File: src/cue_pkg.sv
package cue_pkg;
   // ----------------------------------------
   // Register map and reset values
   // ----------------------------------------
   localparam logic [3:0] REG_CFG = 4'h0;
   localparam logic [3:0] REG_INST = 4'h4;
   localparam logic [3:0] REG_STAT = 4'h8;
   localparam logic [3:0] REG_DEP = 4'hc;
   localparam logic [31:0] CFG_RST = 32'h0002_0100;
   localparam logic [31:0] INST_RST = 32'h0000_ffff;
   localparam int CFG_BASE = 0;
   localparam int CFG_CNT = 8;
   localparam int CFG_TYPE = 17;
   localparam int CFG_LIM = 19;

   // ----------------------------------------
   // Channel tags, bus and status byte
   // ----------------------------------------
   localparam int TG_SEL = 0;
   localparam int TG_ADR = 1;
   localparam int TG_CMD = 2;
   localparam int TG_SVC = 3;
   localparam int SB_BUSY = 3;
   localparam int SB_CE = 4;
   localparam int SB_DE = 5;
   localparam int SB_UC = 6;
   localparam logic PAR_ODD = 1'b1;
   localparam logic [8:0] SET_MAX = 9'h010;

   // ----------------------------------------
   // Types
   // ----------------------------------------
   typedef enum logic [1:0] {
      CUT_SINGLE = 2'h0,
      CUT_MULTI = 2'h1,
      CUT_HYBRID = 2'h2
   } cue_type_t;

   typedef enum logic [3:0] {
      ST_IDLE = 4'h0,
      ST_ADDR = 4'h1,
      ST_PROC = 4'h2,
      ST_CONN = 4'h3,
      ST_SVC = 4'h4,
      ST_SVEND = 4'h5,
      ST_STAT = 4'h6,
      ST_STEND = 4'h7,
      ST_SBUSY = 4'h8
   } cue_st_t;
endpackage

File: src/cue_ctrl.sv
`timescale 1ns/1ps
// Operation
// - On stop drop service-in, finish the device operation, request no more data.
// - At the channel-end point put ending status on bus-in and raise status-in.
// - When connected with status ready, present ending status at once.
// - When disconnected, reconnect by a unit-initiated sequence, then present status.
// - Channel end and device end go together when both exist, else separately.
// - Device end left behind is presented later by a unit-initiated sequence.
// - Single-activity unit serves one device from first command to chaining reset.
// - Sense data held from unit-check acceptance until a non-test non-nop command.
// - Single-activity chaining: the channel-end device presents the next device end.
// - Multi-activity unit runs devices concurrently, answering busy to limit activity.
// - Hybrid unit delays other devices while unit-check sense data is pending.
// - Devices are addressed by one byte with parity, unique on the interface.
// - Address set is contiguous, sized min(devices,16), aligned on its size.
// - Beyond sixteen devices add sets of sixteen, never fifteen spare addresses.
// - A lone device may use any byte address not claimed elsewhere.
// - Recognize an address only with good parity and inside the assigned set.
// - Ignore addresses outside the set, including unused low device numbers.
// - Unrecognized address passes select-out down the chain toward select-in.
// - Device portion of the address is the same on every path.
// - Raise request-in, then on select-out without address-out give address and operational.
// - Addressing an uninstalled device sets unit check and sense data.
module cue_ctrl (
   input wire logic ref_clk_i, // Clock, 40 MHz
   input wire logic rst_b_i, // Async reset, low
   input wire logic ce_i, // Clock enable
   input wire logic [3:0] avs_address_i, // Byte address
   input wire logic avs_read_i, // Read request
   input wire logic avs_write_i, // Write request
   input wire logic [31:0] avs_writedata_i, // Write data
   input wire logic [3:0] avs_byteenable_i, // Byte lanes
   output logic [31:0] avs_readdata_o, // Read data
   output logic avs_waitrequest_o, // Wait request
   input wire logic sel_out_i, // Select out pin
   input wire logic adr_out_i, // Address out pin
   input wire logic cmd_out_i, // Command out pin
   input wire logic svc_out_i, // Service out pin
   input wire logic [8:0] bus_out_i, // Bus out, bit 8 parity
   output logic sel_in_o, // Propagated select
   output logic op_in_o, // Operational in
   output logic adr_in_o, // Address in
   output logic sts_in_o, // Status in
   output logic svc_in_o, // Service in
   output logic req_in_o, // Request in
   output logic [8:0] bus_in_o, // Bus in, bit 8 parity
   input wire logic ev_ce_i, // Device at channel end
   input wire logic ev_de_i, // Device at device end
   input wire logic ev_uc_i, // Unit check with event
   input wire logic [3:0] ev_dev_i, // Event device
   input wire logic data_req_i, // Device wants data service
   input wire logic [7:0] data_i, // Data byte for bus in
   input wire logic cmd_acc_i, // Command accepted
   input wire logic [3:0] cmd_dev_i, // Command device
   input wire logic cmd_tio_nop_i, // Command is test or no-op
   input wire logic cmd_chain_i, // Chaining indicated
   input wire logic chain_rst_i, // Chaining condition reset
   output logic dev_stop_o, // Stop received
   output logic sel_hit_o, // Address recognized
   output logic [3:0] sel_dev_o, // Recognized device
   output logic nodev_o // Uninstalled device hit
);

   typedef struct packed {
      logic [3:0] t1;
      logic [3:0] t2;
      logic [8:0] b1;
      logic [8:0] b2;
      logic sel_q;
      cue_pkg::cue_st_t st;
      logic [31:0] cfg;
      logic [31:0] inst;
      logic [31:0] rdata;
      logic wreq;
      logic sel_in;
      logic op;
      logic adr_in;
      logic sts_in;
      logic svc_in;
      logic req_in;
      logic [8:0] bus_in;
      logic [7:0] addr;
      logic [7:0] sbyte;
      logic stop;
      logic ce_p;
      logic [3:0] ce_dev;
      logic [15:0] dep;
      logic [15:0] uc_p;
      logic [3:0] cur;
      logic pres_ce;
      logic pres_de;
      logic act;
      logic [3:0] act_dev;
      logic chain;
      logic sense;
      logic [3:0] sense_dev;
      logic cpri;
      logic [3:0] cdev;
      logic hit;
      logic [3:0] hdev;
      logic nodev;
   } cue_state_t;

   cue_state_t r;
   cue_state_t n;

   // ----------------------------------------
   // Address decode
   // ----------------------------------------
   logic [8:0] cnt_w;
   logic [7:0] mask_w;
   logic [7:0] base_w;
   logic [7:0] adr_w;
   logic [8:0] off_w;
   logic par_ok_w;
   logic hit_w;
   logic inst_w;
   logic [3:0] dev_w;
   logic sel_rise_w;
   logic busy_w;
   logic pend_w;
   logic ready_w;
   logic [3:0] pick_w;
   logic [31:0] rd_w;
   cue_pkg::cue_type_t type_w;

   // Low mask of the set size, capped at sixteen
   always_comb
   begin
      mask_w = 8'h00;
      for (int i = 0; i < 4; i++)
      begin
         if (cnt_w > (9'h001 << i))
         begin
            mask_w[i] = 1'b1;
         end
      end
   end

   // Set base and offset of the presented address
   assign cnt_w = r.cfg[cue_pkg::CFG_CNT +: 9];
   assign base_w = r.cfg[cue_pkg::CFG_BASE +: 8] & ~mask_w;
   assign adr_w = r.b2[7:0];
   assign off_w = {1'b0, adr_w} - {1'b0, base_w};
   assign par_ok_w = ((^r.b2) == cue_pkg::PAR_ODD);
   assign hit_w = par_ok_w && (adr_w >= base_w) && (off_w < cnt_w);
   assign dev_w = off_w[3:0];
   assign inst_w = (off_w < cue_pkg::SET_MAX) ? r.inst[dev_w] : 1'b1;
   assign sel_rise_w = r.t2[cue_pkg::TG_SEL] & ~r.sel_q;
   assign type_w = cue_pkg::cue_type_t'(r.cfg[cue_pkg::CFG_TYPE +: 2]);

   // Concurrency policy for an attempted selection
   always_comb
   begin
      case (type_w)
         cue_pkg::CUT_SINGLE:
            busy_w = (r.act && r.act_dev != dev_w) || (r.sense && r.sense_dev != dev_w);
         cue_pkg::CUT_HYBRID:
            busy_w = r.cfg[cue_pkg::CFG_LIM] || (r.sense && r.sense_dev != dev_w);
         default:
            busy_w = r.cfg[cue_pkg::CFG_LIM];
      endcase
   end

   // Device whose status goes out next
   always_comb
   begin
      pick_w = 4'h0;
      for (int i = 15; i >= 0; i--)
      begin
         if (r.dep[i])
         begin
            pick_w = 4'(i);
         end
      end
      if (r.cpri && r.dep[r.cdev])
      begin
         pick_w = r.cdev;
      end
      if (r.ce_p)
      begin
         pick_w = r.ce_dev;
      end
   end

   assign pend_w = r.ce_p | (|r.dep);
   assign ready_w = (r.ce_p && r.ce_dev == r.cur) || r.dep[r.cur];

   // Register read mux
   always_comb
   begin
      case (avs_address_i)
         cue_pkg::REG_CFG: rd_w = r.cfg;
         cue_pkg::REG_INST: rd_w = r.inst;
         cue_pkg::REG_STAT: rd_w = {15'h0000, r.ce_p, r.act_dev, r.sense_dev, r.stop, r.chain, r.act, r.sense, r.st};
         cue_pkg::REG_DEP: rd_w = {16'h0000, r.dep};
         default: rd_w = 32'h0000_0000;
      endcase
   end

   // Byte-lane merge of a write
   function automatic logic [31:0] merge(input logic [31:0] old, input logic [31:0] wd, input logic [3:0] be);
      logic [31:0] res;
      res = old;
      for (int b = 0; b < 4; b++)
      begin
         if (be[b])
         begin
            res[b*8 +: 8] = wd[b*8 +: 8];
         end
      end
      return res;
   endfunction

   // ----------------------------------------
   // Next state
   // ----------------------------------------
   always_comb
   begin
      n = r;
      n.t1 = {svc_out_i, cmd_out_i, adr_out_i, sel_out_i};
      n.t2 = r.t1;
      n.b1 = bus_out_i;
      n.b2 = r.b1;
      n.sel_q = r.t2[cue_pkg::TG_SEL];
      n.hit = 1'b0;
      n.nodev = 1'b0;

      // Bus slave, one wait cycle per access
      n.wreq = 1'b1;
      if ((avs_read_i | avs_write_i) && r.wreq)
      begin
         n.wreq = 1'b0;
         n.rdata = rd_w;
      end
      if (avs_write_i && !r.wreq)
      begin
         if (avs_address_i == cue_pkg::REG_CFG)
         begin
            n.cfg = merge(r.cfg, avs_writedata_i, avs_byteenable_i);
         end
         if (avs_address_i == cue_pkg::REG_INST)
         begin
            n.inst = merge(r.inst, avs_writedata_i, avs_byteenable_i);
         end
      end

      // Activity and sense-hold clears
      if (chain_rst_i)
      begin
         n.act = 1'b0;
         n.chain = 1'b0;
      end
      if (cmd_acc_i)
      begin
         n.act = 1'b1;
         n.act_dev = cmd_dev_i;
         n.chain = cmd_chain_i;
         if (r.sense && cmd_dev_i == r.sense_dev && !cmd_tio_nop_i)
         begin
            n.sense = 1'b0;
         end
      end

      // Tag sequencer
      case (r.st)
         cue_pkg::ST_IDLE:
            if (sel_rise_w && r.t2[cue_pkg::TG_ADR] && hit_w)
            begin
               n.hit = 1'b1;
               n.hdev = dev_w;
               n.cpri = 1'b0;
               n.addr = adr_w;
               n.cur = dev_w;
               if (!inst_w)
               begin
                  n.nodev = 1'b1;
                  n.uc_p[dev_w] = 1'b1;
               end
               n.st = busy_w ? cue_pkg::ST_SBUSY : cue_pkg::ST_ADDR;
               n.sbyte = 8'h00;
               n.sbyte[cue_pkg::SB_BUSY] = 1'b1;
            end
            else if (sel_rise_w && !r.t2[cue_pkg::TG_ADR] && pend_w)
            begin
               n.st = cue_pkg::ST_ADDR;
               n.cur = pick_w;
               n.addr = base_w + {4'h0, pick_w};
            end
         cue_pkg::ST_SBUSY:
            if (!r.t2[cue_pkg::TG_SEL])
            begin
               n.st = cue_pkg::ST_IDLE;
            end
         cue_pkg::ST_ADDR:
            if (r.t2[cue_pkg::TG_CMD])
            begin
               n.st = cue_pkg::ST_PROC;
            end
         cue_pkg::ST_PROC:
            if (!r.t2[cue_pkg::TG_CMD])
            begin
               n.st = cue_pkg::ST_CONN;
            end
         cue_pkg::ST_CONN:
            if (ready_w)
            begin
               n.st = cue_pkg::ST_STAT;
               n.pres_ce = r.ce_p && r.ce_dev == r.cur;
               n.pres_de = r.dep[r.cur];
               n.sbyte = 8'h00;
               n.sbyte[cue_pkg::SB_CE] = r.ce_p && r.ce_dev == r.cur;
               n.sbyte[cue_pkg::SB_DE] = r.dep[r.cur];
               n.sbyte[cue_pkg::SB_UC] = r.uc_p[r.cur];
            end
            else if (data_req_i && !r.stop)
            begin
               n.st = cue_pkg::ST_SVC;
            end
            else if (!r.t2[cue_pkg::TG_SEL])
            begin
               n.st = cue_pkg::ST_IDLE;
            end
         cue_pkg::ST_SVC:
            if (r.t2[cue_pkg::TG_SVC])
            begin
               n.st = cue_pkg::ST_SVEND;
            end
            else if (r.t2[cue_pkg::TG_CMD])
            begin
               n.stop = 1'b1;
               n.st = cue_pkg::ST_SVEND;
            end
         cue_pkg::ST_STAT:
            if (r.t2[cue_pkg::TG_SVC])
            begin
               n.st = cue_pkg::ST_STEND;
               n.uc_p[r.cur] = 1'b0;
               if (r.sbyte[cue_pkg::SB_UC])
               begin
                  n.sense = 1'b1;
                  n.sense_dev = r.cur;
               end
               if (r.pres_ce)
               begin
                  n.ce_p = 1'b0;
                  n.stop = 1'b0;
                  if (!r.pres_de && r.chain && type_w == cue_pkg::CUT_SINGLE)
                  begin
                     n.cpri = 1'b1;
                     n.cdev = r.cur;
                  end
               end
               if (r.pres_de)
               begin
                  n.dep[r.cur] = 1'b0;
                  if (r.cdev == r.cur)
                  begin
                     n.cpri = 1'b0;
                  end
               end
            end
            else if (r.t2[cue_pkg::TG_CMD])
            begin
               n.st = cue_pkg::ST_STEND;
            end
         cue_pkg::ST_SVEND, cue_pkg::ST_STEND:
            if (!r.t2[cue_pkg::TG_SVC] && !r.t2[cue_pkg::TG_CMD])
            begin
               n.st = cue_pkg::ST_CONN;
            end
         default:
            n.st = cue_pkg::ST_IDLE;
      endcase

      // Device events, set wins over clear
      if (ev_ce_i)
      begin
         n.ce_p = 1'b1;
         n.ce_dev = ev_dev_i;
      end
      if (ev_de_i)
      begin
         n.dep[ev_dev_i] = 1'b1;
      end
      if (ev_uc_i)
      begin
         n.uc_p[ev_dev_i] = 1'b1;
      end

      // Outbound tags from next state
      n.op = (n.st != cue_pkg::ST_IDLE) && (n.st != cue_pkg::ST_SBUSY);
      n.adr_in = (n.st == cue_pkg::ST_ADDR);
      n.sts_in = (n.st == cue_pkg::ST_STAT) || (n.st == cue_pkg::ST_SBUSY);
      n.svc_in = (n.st == cue_pkg::ST_SVC);
      n.req_in = (n.st == cue_pkg::ST_IDLE) && pend_w;
      n.sel_in = r.t2[cue_pkg::TG_SEL] && (n.st == cue_pkg::ST_IDLE);
      n.bus_in = 9'h000;
      if (n.st == cue_pkg::ST_ADDR)
      begin
         n.bus_in = {(^n.addr) ^ cue_pkg::PAR_ODD, n.addr};
      end
      else if (n.sts_in)
      begin
         n.bus_in = {(^n.sbyte) ^ cue_pkg::PAR_ODD, n.sbyte};
      end
      else if (n.svc_in)
      begin
         n.bus_in = {(^data_i) ^ cue_pkg::PAR_ODD, data_i};
      end
   end

   // ----------------------------------------
   // State register
   // ----------------------------------------
   always_ff @(posedge ref_clk_i or negedge rst_b_i)
   begin
      if (!rst_b_i)
      begin
         r <= '0;
         r.st <= cue_pkg::ST_IDLE;
         r.cfg <= cue_pkg::CFG_RST;
         r.inst <= cue_pkg::INST_RST;
         r.wreq <= 1'b1;
      end
      else if (ce_i)
      begin
         r <= n;
      end
   end

   // Outputs straight from flops
   assign avs_readdata_o = r.rdata;
   assign avs_waitrequest_o = r.wreq;
   assign sel_in_o = r.sel_in;
   assign op_in_o = r.op;
   assign adr_in_o = r.adr_in;
   assign sts_in_o = r.sts_in;
   assign svc_in_o = r.svc_in;
   assign req_in_o = r.req_in;
   assign bus_in_o = r.bus_in;
   assign dev_stop_o = r.stop;
   assign sel_hit_o = r.hit;
   assign sel_dev_o = r.hdev;
   assign nodev_o = r.nodev;
endmodule

File: config.mk
export PLATFORM = sky130hd
export DESIGN_NAME = cue_ctrl
export DESIGN_NICKNAME = d
export VERILOG_FILES = /design/src/cue_pkg.sv /design/src/cue_ctrl.sv
export SDC_FILE = /design/constraint.sdc
export NUM_CORES = 1
export LEC_CHECK = 0
export BUFFER_PORTS_ARGS = -buffer_cell sky130_fd_sc_hd__clkbuf_2
export CAP_MARGIN = 20
export CORE_MARGIN = 3
export CORE_UTILIZATION = 30
export CTS_CLUSTER_DIAMETER = 120
export DETAILED_ROUTE_END_ITERATION = 6
export PLACE_DENSITY = 0.56
export SLEW_MARGIN = 20
export SYNTH_ARGS = -nofsm -noshare
export SYNTH_HDL_FRONTEND = slang
export SYNTH_SLANG_ARGS = --single-unit
File: constraint.sdc
create_clock -name ref_clk_i -period 6.3 [get_ports ref_clk_i]
set_input_delay 1.26 -clock ref_clk_i [delete_from_list [all_inputs] [get_ports ref_clk_i]]
set_output_delay 1.26 -clock ref_clk_i [all_outputs]
set_load 0.1 [all_outputs]
=== Word-level counts from Yosys, hierarchy flattened ===
Index checks and enable logic that the tools add are counted.

* Add/subtract/negate cells: 2
* Muxes and demuxes: 95
* Bitwise logic cells: 15
* Equality and inequality tests: 27
* Reductions and logical operators: 73
* Order comparisons: 15

{| class="wikitable"
|+ Operators by type and width
! operator !! number
|-
| 2-to-1 mux 4 bit || 33
|-
| one-hot mux 32 bit (4 select lines) || 1
|-
| 2-to-1 mux 16 bit || 6
|-
| OR 16 bit || 3
|-
| AND reduction 4 bit || 11
|-
| 2-to-1 mux 8 bit || 5
|-
| bitwise AND 16 bit || 2
|-
| 2-to-1 mux 32 bit || 1
|-
| one-hot mux 16 bit (2 select lines) || 1
|-
| one-hot mux 4 bit (8 select lines) || 1
|-
| equality test 4 x 3 -> 1 bit, second input constant || 7
|-
| 2-to-1 mux 9 bit || 3
|-
| 2-to-1 mux 5 bit || 5
|-
| logical AND 1 bit || 24
|-
| parity 8 bit || 3
|-
| 2-to-1 mux 1 bit || 22
|-
| less-than comparator 4 x 5 -> 1 bit, second input constant || 4
|-
| binary-select mux 1 bit (select 4 bit) || 4
|-
| equality test 4 bit, second input constant || 4
|-
| inverter 16 bit || 1
|-
| one-hot mux 8 bit (2 select lines) || 1
|-
| OR reduction 16 bit || 1
|-
| nonzero test 2 bit || 7
|-
| demux 1 bit (select 4 bit) || 3
|-
| 39 further kinds || 74
|}

* Bits in registers: 225
* Input bits: 82

=== Depth between registers and ports, before layout ===
* Depth after elaboration: 25
* Depth in mapped cells: 25
* Mapped depth without buffers: 23

=== Worst setup path after synthesis ===
Ideal clock, no wire load.

* Path kind: register -> register
* Start point: register r (netlist bit cnt_w[4])
* End point: register r (netlist bit bus_in_o[8])
* Stages on the path, launching flop included: 24
* Path slack: 1.494 ns
* Buffers on the path: 0
* Setup time: 0.121 ns
* Data arrival time: 4.685 ns
* Required time: 6.179 ns
* Clock period less this slack: 4.806 ns
* Cells stage by stage: dfrtp_1 -> inv_1 -> nand4_1 -> nor3_1 -> and4_1 -> ha_1 -> inv_1 -> fa_1 -> a21oi_1 -> o21bai_1 -> a21o_1 -> a21oi_1 -> xnor2_1 -> ha_1 -> o21ai_0 -> nor2_1 -> o311ai_1 -> nand4_2 -> o221ai_1 -> xnor2_1 -> xnor3_2 -> xnor2_1 -> a21oi_1 -> a22o_1

* Cells in the longest elaborated chain, start to end: 16
* Elaborated cells between the ends (all ways): 44
* Those cells by class: add/sub (2); order compare (6); eq/ne (6); mux (16); bitwise (4); reduce/logical (10)

{| class="wikitable"
|+ Ends and longest elaborated chain
! element !! line !! text
|-
| from (decl) || cue_ctrl.sv:104 || <nowiki>cue_state_t r;</nowiki>
|-
| from (signal assigned) || cue_ctrl.sv:428 || <nowiki>r <= n;</nowiki>
|-
| branches (longest 15 deep; another with greater-than comparator 9 x 1 -> 1 bit) || - ||
|-
| 2-to-1 mux 9 bit (*) || cue_ctrl.sv:399 || <nowiki>if (n.st == cue_pkg::ST_ADDR)</nowiki>
|}

Mark *: on every way between the ends.
A chain may end at the register's enable or synchronous reset.

=== Worst setup path after layout ===
* Start point: register r (netlist bit cnt_w[8])
* End point: register r (netlist bit bus_in_o[8])

Same word-level chain as after synthesis.

==> impl_metrics.toml <==
[timing]
min_period_ns = 5.85
finalSetupViolCount = 0
fmax_mhz = 171
post-route-period-util_pct = 92.9
timing.setup.tns_ns = 0
fin_skew_ns = 0.0114
drv_slew = 0
rsz0062_at_grt = "false"
holdWs_ns = 0.477
worst_slew_pin_slew_ns = 1.02
slew_headroom_pct = 32.0
hold_viol = 0

[floorplan]
num_io_pins = 137
coreArea_um2 = 41300
start_util_pct = 30.7
die_y_um = 211
rows = 74
die_w_um = 211
dieArea_um2 = 44700

[worst_setup_path]
critPathArrivalTime_ns = 6.27
critPathLaunchType = "register"
cpMaxStageDelayCell = "o311ai_1"
required_ns = 6.72
cp_cell_sequence = "inv_1 -> nand4_1 -> nor3_1 -> and4_1 -> ha_1 -> inv_1 -> fa_1 -> a21oi_1 -> o21bai_1 -> a21o_1 -> a21oi_1 -> xnor2_1 -> ha_1 -> o21ai_0 -> nor2_1 -> o311ai_1 -> nand4_2 -> o221ai_1 -> xnor2_1 -> xnor3_2 -> xnor2_1 -> a21oi_1 -> a22o_1"
crit_path_max_incr_delay_ns = 0.62
worst-path-max-fanout = 9
crit_type = "register to register"
endpoint_kind = "register"

[global_routing]
grt_max_degree = 106
grt_antenna_before_repair = 1
first_global_vias = 10076
grt.overflow.total = 0
track_usage_pct = 17.8
grt_pass1_wl_um = 62000

[cts]
clkSinkCount = 225
cts_hold_buf = 0
cts.clk_slew.worst_paths_ns = 0.06
post_cts_buffers = 0
cts_tree = "built"
cts_buffers = 26
cts-root-buf = "clkbuf_16"
htree_levels = 1
worstSkewPairLatency_ns = 0.54
cts_buffer_depth = 3
post_cts_resized = 0

[status]
status = "complete, no violations"

[detailed_routing]
routed_wirelength_um = 40300
wl_per_cell_um = 21.6
ant_nets = 0
drtPass1Iterations = 5
vias = 10253
avgViaCountPerCell = 5.49
drc_errors = 0
drt_iter0_drc = 1016

[synth]
yosysWarnings = 0
synth_area_leader_cell = "dfrtp_1"
synth_seq_cells = 225
synth.distinct_cells = 92
synth_ff_type = "dfrtp_1"
synth-seq-area-share_pct = 44.6
synth_top_area_share_pct = 40.7
synth_fp_nets = 1346
synth_area_leaders = "dfrtp_1 (41%), mux2_2 (9.8%), o21ai_0 (4.5%)"
async_flop_share_pct = 100
syn_area_per_cell_um2 = 10.2
syn-cell-area_um2 = 12700
syn_inst = 1241
synth_edf_count = 0

[power]
p_leak_nw = 6.23
p_total_mw = 5.57
pwr_density_cell_nw_per_um2 = 387
peakVddDrop_uv = 284

[hold_path]
hp-class = "register to register"

[final_layout]
drive_gt1_share_pct = 27.6
fin_area_um2 = 14400
nNetsFinal = 1423
syn_to_final_growth_pct = 13.8
num_antenna_cells = 0
finalNonFillerCells = 1867

[placed_design]
dpl_cell_area_um2 = 13600
dp_hpwl_um = 30200
port_buffers = 136
gp_congestion = 0.926
placed_cells = 1822

[run]
maxCapViolCount = 0
cell type report:
class                           count  area, um^2
Timing Repair Buffer              149         791
Multi-Input combinational cell    870        6290
Tap cell                          532         666
Inverter                           46         173
Fill cell                        4213       26900
Clock buffer                       39         781
Sequential cell                   225        5650
Clock inverter                      6        58.8
cell families after synthesis:
logic type      synth area share, %
buf+inv                        5.79
compound gates                 17.6
flops                          44.6
xor+xnor                       3.82
fa+ha+maj                      2.39
simple gates                   12.7
mux                            13.2
synth_stat cells (9+ instances only):
cell      instances
nor2_1           61
o21ai_1          11
ha_1             21
mux2i_1           9
o21ai_0         113
a22o_1           21
xor2_1           13
a31oi_1          13
nor3_1           19
nand2_1         138
clkbuf_1         39
buf_1            10
a22oi_1          15
mux4_2           12
inv_1            41
buf_4            46
a21oi_1          55
dfstp_2          19
xnor2_1          35
a221oi_1         23
nand2b_1          9
dfrtp_1         206
nand3_1          41
mux2_2          110
flip-flops by register name (all words and copies together), names as in the netlist:
signal             cells
avs_waitrequest_o      1
sel_hit_o              1
n                     14
sts_in_o               1
sel_in_o               1
sel_dev_o              4
adr_w                  8
avs_readdata_o        32
cnt_w                  9
bus_in_o               9
adr_in_o               1
req_in_o               1
svc_in_o               1
dev_stop_o             1
op_in_o                1
nodev_o                1
r                    139
routing by layer:
metal / share of wire [%] / wire (um) / global-route usage (%) / up-vias
met5: 0.045 / 18 / 0 / -
met4: 2.0 / 788 / 3.79 / 2
met3: 8.8 / 3530 / 4.61 / 55
met2: 45 / 17900 / 27.1 / 423
met1: 45 / 18000 / 25.7 / 5130
li1: - / - / - / 4643
worst paths after layout:
path / from / to / slack, ns / depth (start not counted)
max: cnt_w[8] / bus_in_o[8] / 0.45 / 23
min: avs_readdata_o[28] / avs_readdata_o[28] / 0.48 / 2
max reg2reg: cnt_w[8] / bus_in_o[8] / 0.45 / 23
min reg2reg: avs_readdata_o[28] / avs_readdata_o[28] / 0.48 / 2
max in group asynchronous: rst_b_i / bus_in_o[2] / 4.31 / 2
min in group asynchronous: rst_b_i / avs_readdata_o[17] / 0.74 / 1
per-stage QoR:
| stage | worst slack [ns] | util (%) |
|---|---|---|
| after floorplan | 1.49 | - |
| after CTS | 0.581 | 34.9 |
| after detailed placement | 0.601 | 32.9 |
| after global routing | 0.0556 | 34.9 |
| final | 0.450 | 34.9 |
| after global placement | 0.811 | 32.9 |
power by group:
| part | leakage (nW) | switching [mW] | internal [mW] |
|---|---|---|---|
| clock network | 0.417 | 0.597 | 0.890 |
| logic | 2.98 | 1.32 | 0.724 |
| registers | 2.83 | 0.361 | 1.68 |
| total | 6.23 | 2.28 | 3.29 |
cell usage in the layout, fill, tap and decap left out, types with 5 or more instances in the layout:
master	count
nand4_1	8
a22oi_1	15
dfstp_2	19
o21ai_0	113
nor3_1	19
nor4_2	7
clkbuf_8	6
nor2_1	60
buf_4	14
mux2i_1	9
clkbuf_1	6
nand3_1	41
and2_1	6
a221oi_1	23
a211oi_1	7
inv_2	5
a21oi_1	55
mux2_2	110
a21o_1	8
ha_1	21
o2bb2ai_1	7
a31oi_1	13
xor2_1	13
a22o_1	21
xnor2_1	35
o21bai_1	5
nand2b_1	9
and3_1	7
clkbuf_2	134
nand2_1	138
inv_1	41
o21ai_1	11
o221ai_1	6
mux4_2	12
clkbuf_16	27
dfrtp_1	206
worst max-delay path: cells and delay by family, from the launching register on:
family                   cells  cell delay, ns
AO/OA/AOI/OAI                9            2.17
adder cells (fa/ha/maj)      3            0.91
flip-flops                   1            0.40
AND/OR/NAND/NOR              5            1.24
buffers and inverters        2            0.16
XOR/XNOR                     4            0.84
Note: power is estimated with default switching activity, not from simulation.
